$ cat src/verilog/sqd_pkg.sv
// constants, table and types shared by the quadrature decoder files
package sqd_pkg;
   // register byte addresses
   localparam logic [7:0] SQD_OFF_CTRL   = 8'h00;
   localparam logic [7:0] SQD_OFF_STATUS = 8'h04;
   localparam logic [7:0] SQD_OFF_COUNT  = 8'h08;
   localparam logic [7:0] SQD_OFF_REF    = 8'h0C;
   // control field positions
   localparam int SQD_CTRL_EN    = 0;
   localparam int SQD_CTRL_ENP   = 1;
   localparam int SQD_CTRL_ENM   = 2;
   localparam int SQD_CTRL_ERREN = 3;
   localparam int SQD_CTRL_Q7EN  = 4;
   localparam int SQD_CTRL_MODE  = 5;
   localparam int SQD_CTRL_COMMON = 7;
   localparam int SQD_CTRL_W     = 8;
   localparam logic [SQD_CTRL_W-1:0] SQD_CTRL_RST = 8'h00;
   localparam logic [7:0] SQD_REF_RST = 8'h00;
   // status field positions
   localparam int SQD_ST_ERR   = 0;
   localparam int SQD_ST_STATE = 8;
   localparam int SQD_ST_INDEX = 16;
   // state byte bit positions
   localparam int SQD_Q_LOW  = 0;
   localparam int SQD_Q_INC  = 1;
   localparam int SQD_Q_DEC  = 2;
   localparam int SQD_Q_HIGH = 3;
   localparam int SQD_Q_ERR  = 6;
   localparam int SQD_Q_7    = 7;
   localparam logic [7:0] SQD_STATE_RST = 8'h00;
   // divider settle time for resistive sensors
   localparam int SQD_SETTLE_NS  = 500;
   localparam int SQD_CLK_NS     = 25;
   localparam int SQD_SETTLE_CYC = (SQD_SETTLE_NS + SQD_CLK_NS - 1) / SQD_CLK_NS;
   // quadrature table, index {pair_index_high, pair_index_low, sensor_result_b, sensor_result_a}
   localparam logic [7:0] SQD_TABLE [16] = '{
      8'h00, 8'h03, 8'h0C, 8'h49,
      8'h00, 8'h01, 8'h48, 8'h09,
      8'h00, 8'h41, 8'h08, 8'h09,
      8'h40, 8'h01, 8'h08, 8'h09};
   typedef enum logic [1:0] {
      SQD_MODE_OSC,
      SQD_MODE_RES,
      SQD_MODE_ENV,
      SQD_MODE_RSVD
   } sqd_mode_t;
   typedef enum logic {
      SQD_BUS_IDLE,
      SQD_BUS_RDWAIT
   } sqd_bus_t;
endpackage

$ cat src/verilog/sqd_psm_if.sv
// link between bus top and processing_state_machine
`timescale 1ns/10ps
interface sqd_step_if;
   logic       run;
   logic       step;
   logic [1:0] pair;
   logic       err_mark_en;
   logic       q7_en;
   logic [7:0] state;
   logic [7:0] index;
   logic       inc;
   logic       dec;
   logic       err;
   modport fsm (input run, step, pair, err_mark_en, q7_en, output state, index, inc, dec, err);
   modport ctl (output run, step, pair, err_mark_en, q7_en, input state, index, inc, dec, err);
endinterface

$ cat src/verilog/sqd_psm.sv
// processing_state_machine: table step, state byte and marker pulses
`timescale 1ns/10ps
module sqd_step_fsm (
   // clock and reset
   input wire logic hclk,
   input wire logic hresetn,
   // link to top
   sqd_step_if.fsm  p
);
   import sqd_pkg::*;

   logic [7:0] state_q;
   logic [7:0] state_d;
   logic       inc_q;
   logic       dec_q;
   logic       err_q;
   wire  logic [7:0] index_w;
   wire  logic [7:0] entry_w;
   wire  logic       err_use_w;
   wire  logic       q7_use_w;

   assign err_use_w = p.err_mark_en & state_q[SQD_Q_ERR];               // [RQ10]
   assign q7_use_w = p.err_mark_en & p.q7_en & state_q[SQD_Q_7];        // [RQ10]
   assign index_w  = {q7_use_w, err_use_w, state_q[5:4], state_q[SQD_Q_HIGH],
                      state_q[SQD_Q_LOW], p.pair};                      // [RQ1] [RQ10]
   assign entry_w  = SQD_TABLE[index_w[3:0]];                           // [RQ2] [RQ3] [RQ4] [RQ5]
   assign state_d  = p.step ? entry_w : state_q;

   always_ff @(posedge hclk or negedge hresetn) begin
      if (!hresetn) begin
         state_q <= SQD_STATE_RST;                                      // [RQ13]
         inc_q   <= 1'b0;
         dec_q   <= 1'b0;
         err_q   <= 1'b0;
      end else if (!p.run) begin
         state_q <= SQD_STATE_RST;                                      // [RQ13]
         inc_q   <= 1'b0;
         dec_q   <= 1'b0;
         err_q   <= 1'b0;
      end else begin
         state_q <= state_d;                                            // [RQ1]
         inc_q   <= p.step & entry_w[SQD_Q_INC];
         dec_q   <= p.step & entry_w[SQD_Q_DEC];
         err_q   <= p.step & entry_w[SQD_Q_ERR];
      end
   end

   assign p.state = state_q;
   assign p.index = index_w;
   assign p.inc   = inc_q;
   assign p.dec   = dec_q;
   assign p.err   = err_q;

   skip_error_a: assert property (@(posedge hclk) disable iff (!hresetn)   // [RQ3]
      p.run && p.step && (state_q[SQD_Q_HIGH] != state_q[SQD_Q_LOW]) == 1'b0
      && p.pair == ~{state_q[SQD_Q_HIGH], state_q[SQD_Q_LOW]}
      |=> p.err && state_q[SQD_Q_ERR])
      else $error("skipped pair did not mark error");
   full_turn_a: assert property (@(posedge hclk) disable iff (!hresetn)    // [RQ4]
      p.run && p.step && index_w[3:0] == 4'h1 |=> p.inc && !p.dec && state_q == 8'h03)
      else $error("00 to 01 did not increment");
   pair_kept_a: assert property (@(posedge hclk) disable iff (!hresetn)    // [RQ5]
      p.run && p.step |=> {state_q[SQD_Q_HIGH], state_q[SQD_Q_LOW]} == $past(p.pair))
      else $error("state byte lost present pair");
   no_step_hold_a: assert property (@(posedge hclk) disable iff (!hresetn) // [RQ1]
      p.run && !p.step |=> $stable(state_q) && !p.inc && !p.dec && !p.err)
      else $error("state moved without step");
endmodule // sqd_step_fsm

$ cat src/verilog/sqd_top.sv
// quadrature decoder top: ahb-lite registers, sensor front end, counter, error flag
`timescale 1ns/10ps
// How it works
// [RQ1] keep previous sensor pair; direction comes from previous versus present pair
// [RQ2] from pair 00 only 01 or 10 are legal; staying 00 is no rotation
// [RQ3] neighbour-skipping pair changes load a state byte with the error marker set
// [RQ4] count only 00 to 01 (increment) and 00 to 10 (decrement)
// [RQ5] state byte stores present pair in its two index bits for next lookup
// [RQ6] oscillation test: any comparator pulse above reference sets the result bit
// [RQ7] envelope test: comparators go to timer capture outputs; decoder does not step
// [RQ8] per-sensor inputs get own reference level; common input uses one level
// [RQ9] resistive: result is comparator level; divider switched off after settling
// [RQ10] next index from state bits 0 and 3-5, optionally 6 and 7, plus pair
// [RQ11] counter up on increment marker, down on decrement, unchanged when both
// [RQ12] entering a state with error marker sets a flag that software clears
// [RQ13] after reset the decoder starts at index zero with nothing pending
module sqd_top (
   // ahb-lite slave
   input  wire logic        hclk,
   input  wire logic        hresetn,
   input  wire logic        hsel,
   input  wire logic [31:0] haddr,
   input  wire logic [1:0]  htrans,
   input  wire logic        hwrite,
   input  wire logic [2:0]  hsize,
   input  wire logic [31:0] hwdata,
   input  wire logic        hready,
   output logic      [31:0] hrdata,
   output logic             hreadyout,
   output logic             hresp,
   // comparator and sequence pins
   input  wire logic        comp_a_pin,
   input  wire logic        comp_b_pin,
   input  wire logic        seq_start_pin,
   input  wire logic        seq_end_pin,
   // analog_front_end and timer outputs
   output logic      [7:0]  ref_level_a,
   output logic      [7:0]  ref_level_b,
   output logic             capture_a,
   output logic             capture_b,
   output logic             divider_on,
   output logic             error_state_flag
);
   import sqd_pkg::*;

   sqd_step_if p ();
   sqd_step_fsm sqd_step_fsm_i (.hclk(hclk), .hresetn(hresetn), .p(p));

   // bus and register state
   sqd_bus_t              bus_q;
   logic [7:0]            addr_q;
   logic                  wr_pend_q;
   logic [31:0]           hrdata_q;
   logic                  hready_q;
   logic [SQD_CTRL_W-1:0] ctrl_q;
   logic [7:0]            ref_a_q;
   logic [7:0]            ref_b_q;
   logic [7:0]            up_down_counter_q;
   logic [7:0]            up_down_counter_d;
   logic                  err_flag_q;
   // front end state
   logic [3:0]            sync1_q;
   logic [3:0]            sync2_q;
   logic [3:0]            sync3_q;
   logic [1:0]            osc_latch_q;
   logic [7:0]            out_ref_a_q;
   logic [7:0]            out_ref_b_q;
   logic                  cap_a_q;
   logic                  cap_b_q;
   logic                  div_q;
   logic [7:0]            settle_q;

   wire logic [3:0]  pins_w = {seq_end_pin, seq_start_pin, comp_b_pin, comp_a_pin};
   wire logic        accept_w = hsel & hready & htrans[1];
   wire logic        wr_ctrl_w = wr_pend_q & (addr_q == SQD_OFF_CTRL);
   wire logic        wr_stat_w = wr_pend_q & (addr_q == SQD_OFF_STATUS);
   wire logic        wr_ref_w  = wr_pend_q & (addr_q == SQD_OFF_REF);
   wire sqd_mode_t   mode_w    = sqd_mode_t'(ctrl_q[SQD_CTRL_MODE +: 2]);
   wire logic        run_w     = ctrl_q[SQD_CTRL_EN];
   wire logic        env_w     = (mode_w == SQD_MODE_ENV);
   wire logic        step_w    = run_w & ~env_w & sync3_q[3] & ~sync2_q[3]; // [RQ7]
   wire logic        start_w   = sync2_q[2] & ~sync3_q[2];
   wire logic [1:0]  comp_w    = sync2_q[1:0];
   wire logic [1:0]  pair_w    = (mode_w == SQD_MODE_OSC) ? (osc_latch_q | comp_w)
                                                          : comp_w;          // [RQ6] [RQ9]
   wire logic        up_w      = p.inc & ctrl_q[SQD_CTRL_ENP];
   wire logic        dn_w      = p.dec & ctrl_q[SQD_CTRL_ENM];
   wire logic [31:0] rd_mux_w  =
      (addr_q == SQD_OFF_CTRL)   ? {24'h000000, ctrl_q} :
      (addr_q == SQD_OFF_STATUS) ? {8'h00, p.index, p.state, 7'h00, err_flag_q} :
      (addr_q == SQD_OFF_COUNT)  ? {24'h000000, up_down_counter_q} :
      (addr_q == SQD_OFF_REF)    ? {16'h0000, ref_b_q, ref_a_q} : 32'h00000000;

   assign p.run   = run_w;
   assign p.step  = step_w;
   assign p.pair  = pair_w;                                                  // [RQ1]
   assign p.err_mark_en = ctrl_q[SQD_CTRL_ERREN];
   assign p.q7_en = ctrl_q[SQD_CTRL_Q7EN];

   always_comb begin
      up_down_counter_d = up_down_counter_q;
      if (up_w && !dn_w)
         up_down_counter_d = up_down_counter_q + 8'h01;                      // [RQ11]
      else if (dn_w && !up_w)
         up_down_counter_d = up_down_counter_q - 8'h01;                      // [RQ11]
   end

   // bus slave: writes zero-wait, reads one wait state
   always_ff @(posedge hclk or negedge hresetn) begin
      if (!hresetn) begin
         bus_q     <= SQD_BUS_IDLE;
         addr_q    <= 8'h00;
         wr_pend_q <= 1'b0;
         hrdata_q  <= 32'h00000000;
         hready_q  <= 1'b1;
      end else begin
         case (bus_q)
            SQD_BUS_IDLE: begin
               wr_pend_q <= accept_w & hwrite;
               if (accept_w)
                  addr_q <= {haddr[7:2], 2'b00};
               if (accept_w && !hwrite) begin
                  bus_q    <= SQD_BUS_RDWAIT;
                  hready_q <= 1'b0;
               end
            end
            SQD_BUS_RDWAIT: begin
               wr_pend_q <= 1'b0;
               hrdata_q  <= rd_mux_w;
               hready_q  <= 1'b1;
               bus_q     <= SQD_BUS_IDLE;
            end
            default: begin
               bus_q    <= SQD_BUS_IDLE;
               hready_q <= 1'b1;
            end
         endcase
      end
   end

   // registers
   always_ff @(posedge hclk or negedge hresetn) begin
      if (!hresetn) begin
         ctrl_q            <= SQD_CTRL_RST;
         ref_a_q           <= SQD_REF_RST;
         ref_b_q           <= SQD_REF_RST;
         up_down_counter_q <= 8'h00;
         err_flag_q        <= 1'b0;
      end else begin
         if (wr_ctrl_w)
            ctrl_q <= hwdata[SQD_CTRL_W-1:0];
         if (wr_ref_w) begin
            ref_a_q <= hwdata[7:0];
            ref_b_q <= hwdata[15:8];
         end
         up_down_counter_q <= run_w ? up_down_counter_d : 8'h00;
         err_flag_q <= p.err | (err_flag_q & ~(wr_stat_w & hwdata[SQD_ST_ERR])); // [RQ12]
      end
   end

   // pin synchronisers
   genvar gi;
   generate
      for (gi = 0; gi < 4; gi++) begin : g_sync
         always_ff @(posedge hclk or negedge hresetn) begin
            if (!hresetn) begin
               sync1_q[gi] <= 1'b0;
               sync2_q[gi] <= 1'b0;
               sync3_q[gi] <= 1'b0;
            end else begin
               sync1_q[gi] <= pins_w[gi];
               sync2_q[gi] <= sync1_q[gi];
               sync3_q[gi] <= sync2_q[gi];
            end
         end
      end
   endgenerate

   // front end: pulse latch, reference, capture routing, divider timing
   always_ff @(posedge hclk or negedge hresetn) begin
      if (!hresetn) begin
         osc_latch_q <= 2'b00;
         out_ref_a_q <= SQD_REF_RST;
         out_ref_b_q <= SQD_REF_RST;
         cap_a_q     <= 1'b0;
         cap_b_q     <= 1'b0;
         div_q       <= 1'b0;
         settle_q    <= 8'h00;
      end else begin
         osc_latch_q <= comp_w | (osc_latch_q & {2{~step_w}});             // [RQ6]
         out_ref_a_q <= ref_a_q;
         out_ref_b_q <= ctrl_q[SQD_CTRL_COMMON] ? ref_a_q : ref_b_q;        // [RQ8]
         cap_a_q     <= env_w & comp_w[0];                                  // [RQ7]
         cap_b_q     <= env_w & comp_w[1];                                  // [RQ7]
         if (start_w && mode_w == SQD_MODE_RES) begin
            div_q    <= 1'b1;                                               // [RQ9]
            settle_q <= 8'(SQD_SETTLE_CYC);
         end else if (settle_q != 8'h00) begin
            settle_q <= settle_q - 8'h01;
         end else begin
            div_q    <= 1'b0;                                               // [RQ9]
         end
      end
   end

   assign hrdata           = hrdata_q;
   assign hreadyout        = hready_q;
   assign hresp            = 1'b0;
   assign ref_level_a      = out_ref_a_q;
   assign ref_level_b      = out_ref_b_q;
   assign capture_a        = cap_a_q;
   assign capture_b        = cap_b_q;
   assign divider_on       = div_q;
   assign error_state_flag = err_flag_q;

   err_flag_set_a: assert property (@(posedge hclk) disable iff (!hresetn)  // [RQ12]
      p.err |=> err_flag_q)
      else $error("error marker did not set flag");
   count_up_a: assert property (@(posedge hclk) disable iff (!hresetn)      // [RQ11]
      run_w && up_w && !dn_w |=> up_down_counter_q == $past(up_down_counter_q) + 8'h01)
      else $error("counter did not increment");
   count_both_a: assert property (@(posedge hclk) disable iff (!hresetn)    // [RQ11]
      run_w && up_w && dn_w |=> $stable(up_down_counter_q))
      else $error("counter moved with both markers");
   env_no_step_a: assert property (@(posedge hclk) disable iff (!hresetn)   // [RQ7]
      env_w && run_w |=> $stable(p.state))
      else $error("decoder stepped in envelope test");
   common_ref_a: assert property (@(posedge hclk) disable iff (!hresetn)    // [RQ8]
      ctrl_q[SQD_CTRL_COMMON] && $stable(ref_a_q) |=> out_ref_b_q == out_ref_a_q)
      else $error("common input did not share reference");
   divider_off_a: assert property (@(posedge hclk) disable iff (!hresetn)   // [RQ9]
      $rose(div_q) && !start_w ##1 !start_w [*7] |-> ##[1:30] !div_q || start_w)
      else $error("divider stayed on after settling");
   osc_hold_a: assert property (@(posedge hclk) disable iff (!hresetn)      // [RQ6]
      comp_w[0] && !step_w |=> osc_latch_q[0])
      else $error("oscillation pulse not held");
   cover_up_c: cover property (@(posedge hclk) disable iff (!hresetn) up_w && !dn_w);
   cover_err_c: cover property (@(posedge hclk) disable iff (!hresetn) $rose(err_flag_q));
   cover_env_c: cover property (@(posedge hclk) disable iff (!hresetn) $rose(cap_a_q));
endmodule // sqd_top

$ cat config.mk
export PLATFORM = sky130hd
export DESIGN_NAME = sqd_top
export DESIGN_NICKNAME = d
export VERILOG_FILES = /design/src/verilog/sqd_pkg.sv /design/src/verilog/sqd_psm_if.sv /design/src/verilog/sqd_psm.sv /design/src/verilog/sqd_top.sv
export SDC_FILE = /design/constraint.sdc
export NUM_CORES = 1
export LEC_CHECK = 0
export ABC_CLOCK_PERIOD_IN_PS = 5210
export BUFFER_PORTS_ARGS = -buffer_cell sky130_fd_sc_hd__buf_2
export CORE_MARGIN = 4
export CORE_UTILIZATION = 56
export CTS_CLUSTER_DIAMETER = 40
export DETAILED_ROUTE_END_ITERATION = 16
export GPL_TIMING_DRIVEN = 0
export PLACE_DENSITY = 0.83
export REMOVE_ABC_BUFFERS = 1
export SLEW_MARGIN = 30
export SYNTH_ARGS = -nofsm -noshare
export SYNTH_HDL_FRONTEND = slang
export SYNTH_SLANG_ARGS = --single-unit
$ cat constraint.sdc
create_clock -name hclk -period 5.21 [get_ports hclk]
set_clock_uncertainty 0.15 [all_clocks]
set_input_delay 0.7815 -clock hclk [delete_from_list [all_inputs] [get_ports hclk]]
set_output_delay 0.7815 -clock hclk [all_outputs]
set_load 0.1 [all_outputs]
==> flow_summary.ini <==
[status]
status = completed

[floorplan]
fp.dieW_um = 100.5
fp.coreArea_um2 = 8258
rows = 33
dieArea_um2 = 10100
die_y_um = 100.5
ios = 132
start_util_pct = 58.00

[critical_path]
crit_buf_inv = 0
crit_chain = nand2_1 > nand3_1 > ha_1 > nand3_1 > a21o_1 > a2111oi_0 > nand3b_1
slowest_stage = ha_1
required_ns = 5.37
cpPeakStageDelay_ns = 0.45
cp_common_cell = nand3_1
worstPathMaxFanout = 7
critPathTopFamily = simple AND/OR/NAND/NOR gates
crit_arrival_ns = 2.63
worst-path-stages = 7
r2r_cells = 7
crit_type = reg2reg
startpoint_type = flip-flop
worst_setup_path_end_kind = flip-flop

[timing]
fmax_mhz = 404.4
relSlewSlack_pct = 40.03
hold_viol_final = 0
report.final.slew_viol_count = 0
fin_crit_ns = 2.473
finalWorstSetupSlack_ns = 2.737
timing.final.crit_share_pct = 47.46
setup_violations = 0
rsz0062_at_grt = false
worst_pin_slew_ns = 0.8868
holdWs_ns = 0.1538
tns_ns = 0

[yosys]
yosys_warnings = 0
ys.flop_type = dfrtp_1
synth.distinct_cells = 55
synth_edf_count = 0
synth.area.top_cells = dfrtp_1 (57%), mux2_2 (8.2%), mux2_4 (3.1%)
yosysTopAreaCell = dfrtp_1
synth-seq-area-share_pct = 57.50
synth_area_um2 = 4790
synth-seq-cells = 110
synthArstFlopShare_pct = 100.0
synth.avg_cell_area_um2 = 12.25
syn_inst = 391
synth_top_cell_area_share_pct = 56.95

[routing]
antenna_left = 0
post_drt_wl_per_cell_um = 17.62
firstDrtPassIters = 4
drc_errors = 0
vias = 3332
drt_iter0_drc = 201
viasPerCell = 5.815
wl_um = 10100

[placed_design]
io_buffers = 73
dp_slack_ns = 2.793
dp_hpwl_um = 7275
gp_congestion = 0.8006

[clocking]
cts_htree_levels = 3
cts-root-buf = clkbuf_8
clock_sinks = 110
cts_tree = done
cts_made_buffers = 9
cts_buffer_depth = 2
clk_latency_ns = 0.38
cts_setup_buffers = 0
path_clk_slew_ns = 0.11
cts_resized = 0
cts_hold_buf = 0

[global_route]
antenna_found_initial = 0
grt_pass1_vias = 3437
grt_start_max_net_pins = 70
grt_pass1_wl_um = 16770
gr-total-overflow = 0
track_usage_pct = 21.41

[pwr]
powerDensity_nw_per_um2 = 405.9
power_leakage_nw = 2.572
peakVddDrop_uv = 234.3

[min_path]
hp-class = in2async

[layout]
final_common_cell = dfrtp_1
fin_util_pct = 65.98
insertedDiodeCount = 0
layout-drive-gt1-share_pct = 30.98
final_nets = 550
area_growth_pct = 13.77
final_cell_mix = dfrtp_1 (109), buf_2 (72), mux2_2 (35)

[job]
cap_violations = 0
## layout make-up
type / instances / area [µm²]
clock buffer: 9 / 123.9
clock inverter: 7 / 102.6
fill: 602 / 2809
inverter: 27 / 101.3
multi-input combinational: 241 / 1837
sequential: 110 / 2754
tap: 105 / 131.4
timing repair buffer: 74 / 399.1
## cells by family after synthesis
group,after synthesis,synth area share [%]
flops,110,57.50
compound gates,73,10.24
mux,46,11.83
xor+xnor,11,2.011
simple gates,90,10.68
other cells,1,0.07829
buf+inv,51,5.146
fa+ha+maj,9,2.508
## flip-flops by register name (all words and copies together) (netlist names), 4 cells and up
register                cells
ref_a_q                     8
addr_q                      6
settle_q                    8
sqd_step_fsm_i.p.state      5
ref_b_q                     8
sync1_q                     4
ref_level_b                 8
up_down_counter_q           8
ctrl_q                      8
hrdata                     21
ref_level_a                 8
## synth_stat cells (2+ instances only)
library cell / instances
nand3_1: 9
o21a_1: 4
nand2_1: 22
buf_4: 12
nor2b_1: 7
a22o_1: 2
and3_1: 2
mux2_4: 10
dfrtp_1: 109
nand4_1: 3
mux2_2: 35
o22ai_1: 8
buf_2: 2
a31oi_1: 2
clkbuf_1: 9
and2_1: 6
nand4b_1: 2
xnor2_1: 5
ha_1: 8
nor2_1: 18
a21o_1: 5
nor4b_1: 2
inv_1: 27
nor3_1: 5
o211ai_1: 4
nand3b_1: 2
a211oi_1: 2
xor2_1: 6
a32o_1: 2
a21oi_1: 11
a22oi_1: 10
o21ai_0: 15
nand2b_1: 3
## routing by layer
layer	global-route usage, %	routed length, µm	vias up
li1	-	-	1495
met1	27.93	3972	1678
met2	34.25	5025	131
met3	6.021	835	28
met4	8.187	263	0
met5	0	0	-
## through the flow
| step | cells | cell area (µm²) | power (mW) |
|---|---|---|---|
| CTS | 573 | 5449 | 2.226 |
| detailed placement | 557 | 5223 | 1.653 |
| global placement | 556 | 5182 | 1.620 |
| floorplan | 378 | 4686 | 1.509 |
| finish | 573 | 5449 | 2.212 |
| global route | 573 | 5449 | 2.318 |
## path summary, 6_finish.rpt
check / start / endpoint / slack, ns
max: ctrl_q[2] / up_down_counter_q[5] / 2.74
min: hresetn / settle_q[7] / 0.15
max reg2reg: ctrl_q[2] / up_down_counter_q[5] / 2.74
min reg2reg: sync1_q[3] / sync2_q[3] / 0.21
max in group asynchronous: hresetn / hreadyout / 4.06
min in group hclk: sync1_q[3] / sync2_q[3] / 0.21
## power by group
group | leakage [nW] | total [mW] | internal [mW] | switching, mW
combinational | 1.09 | 0.583 | 0.171 | 0.412
clock | 0.116 | 0.575 | 0.278 | 0.297
sequential | 1.37 | 1.05 | 0.949 | 0.105
total | 2.57 | 2.21 | 1.40 | 0.814
Power figures use the tool's default switching activity.
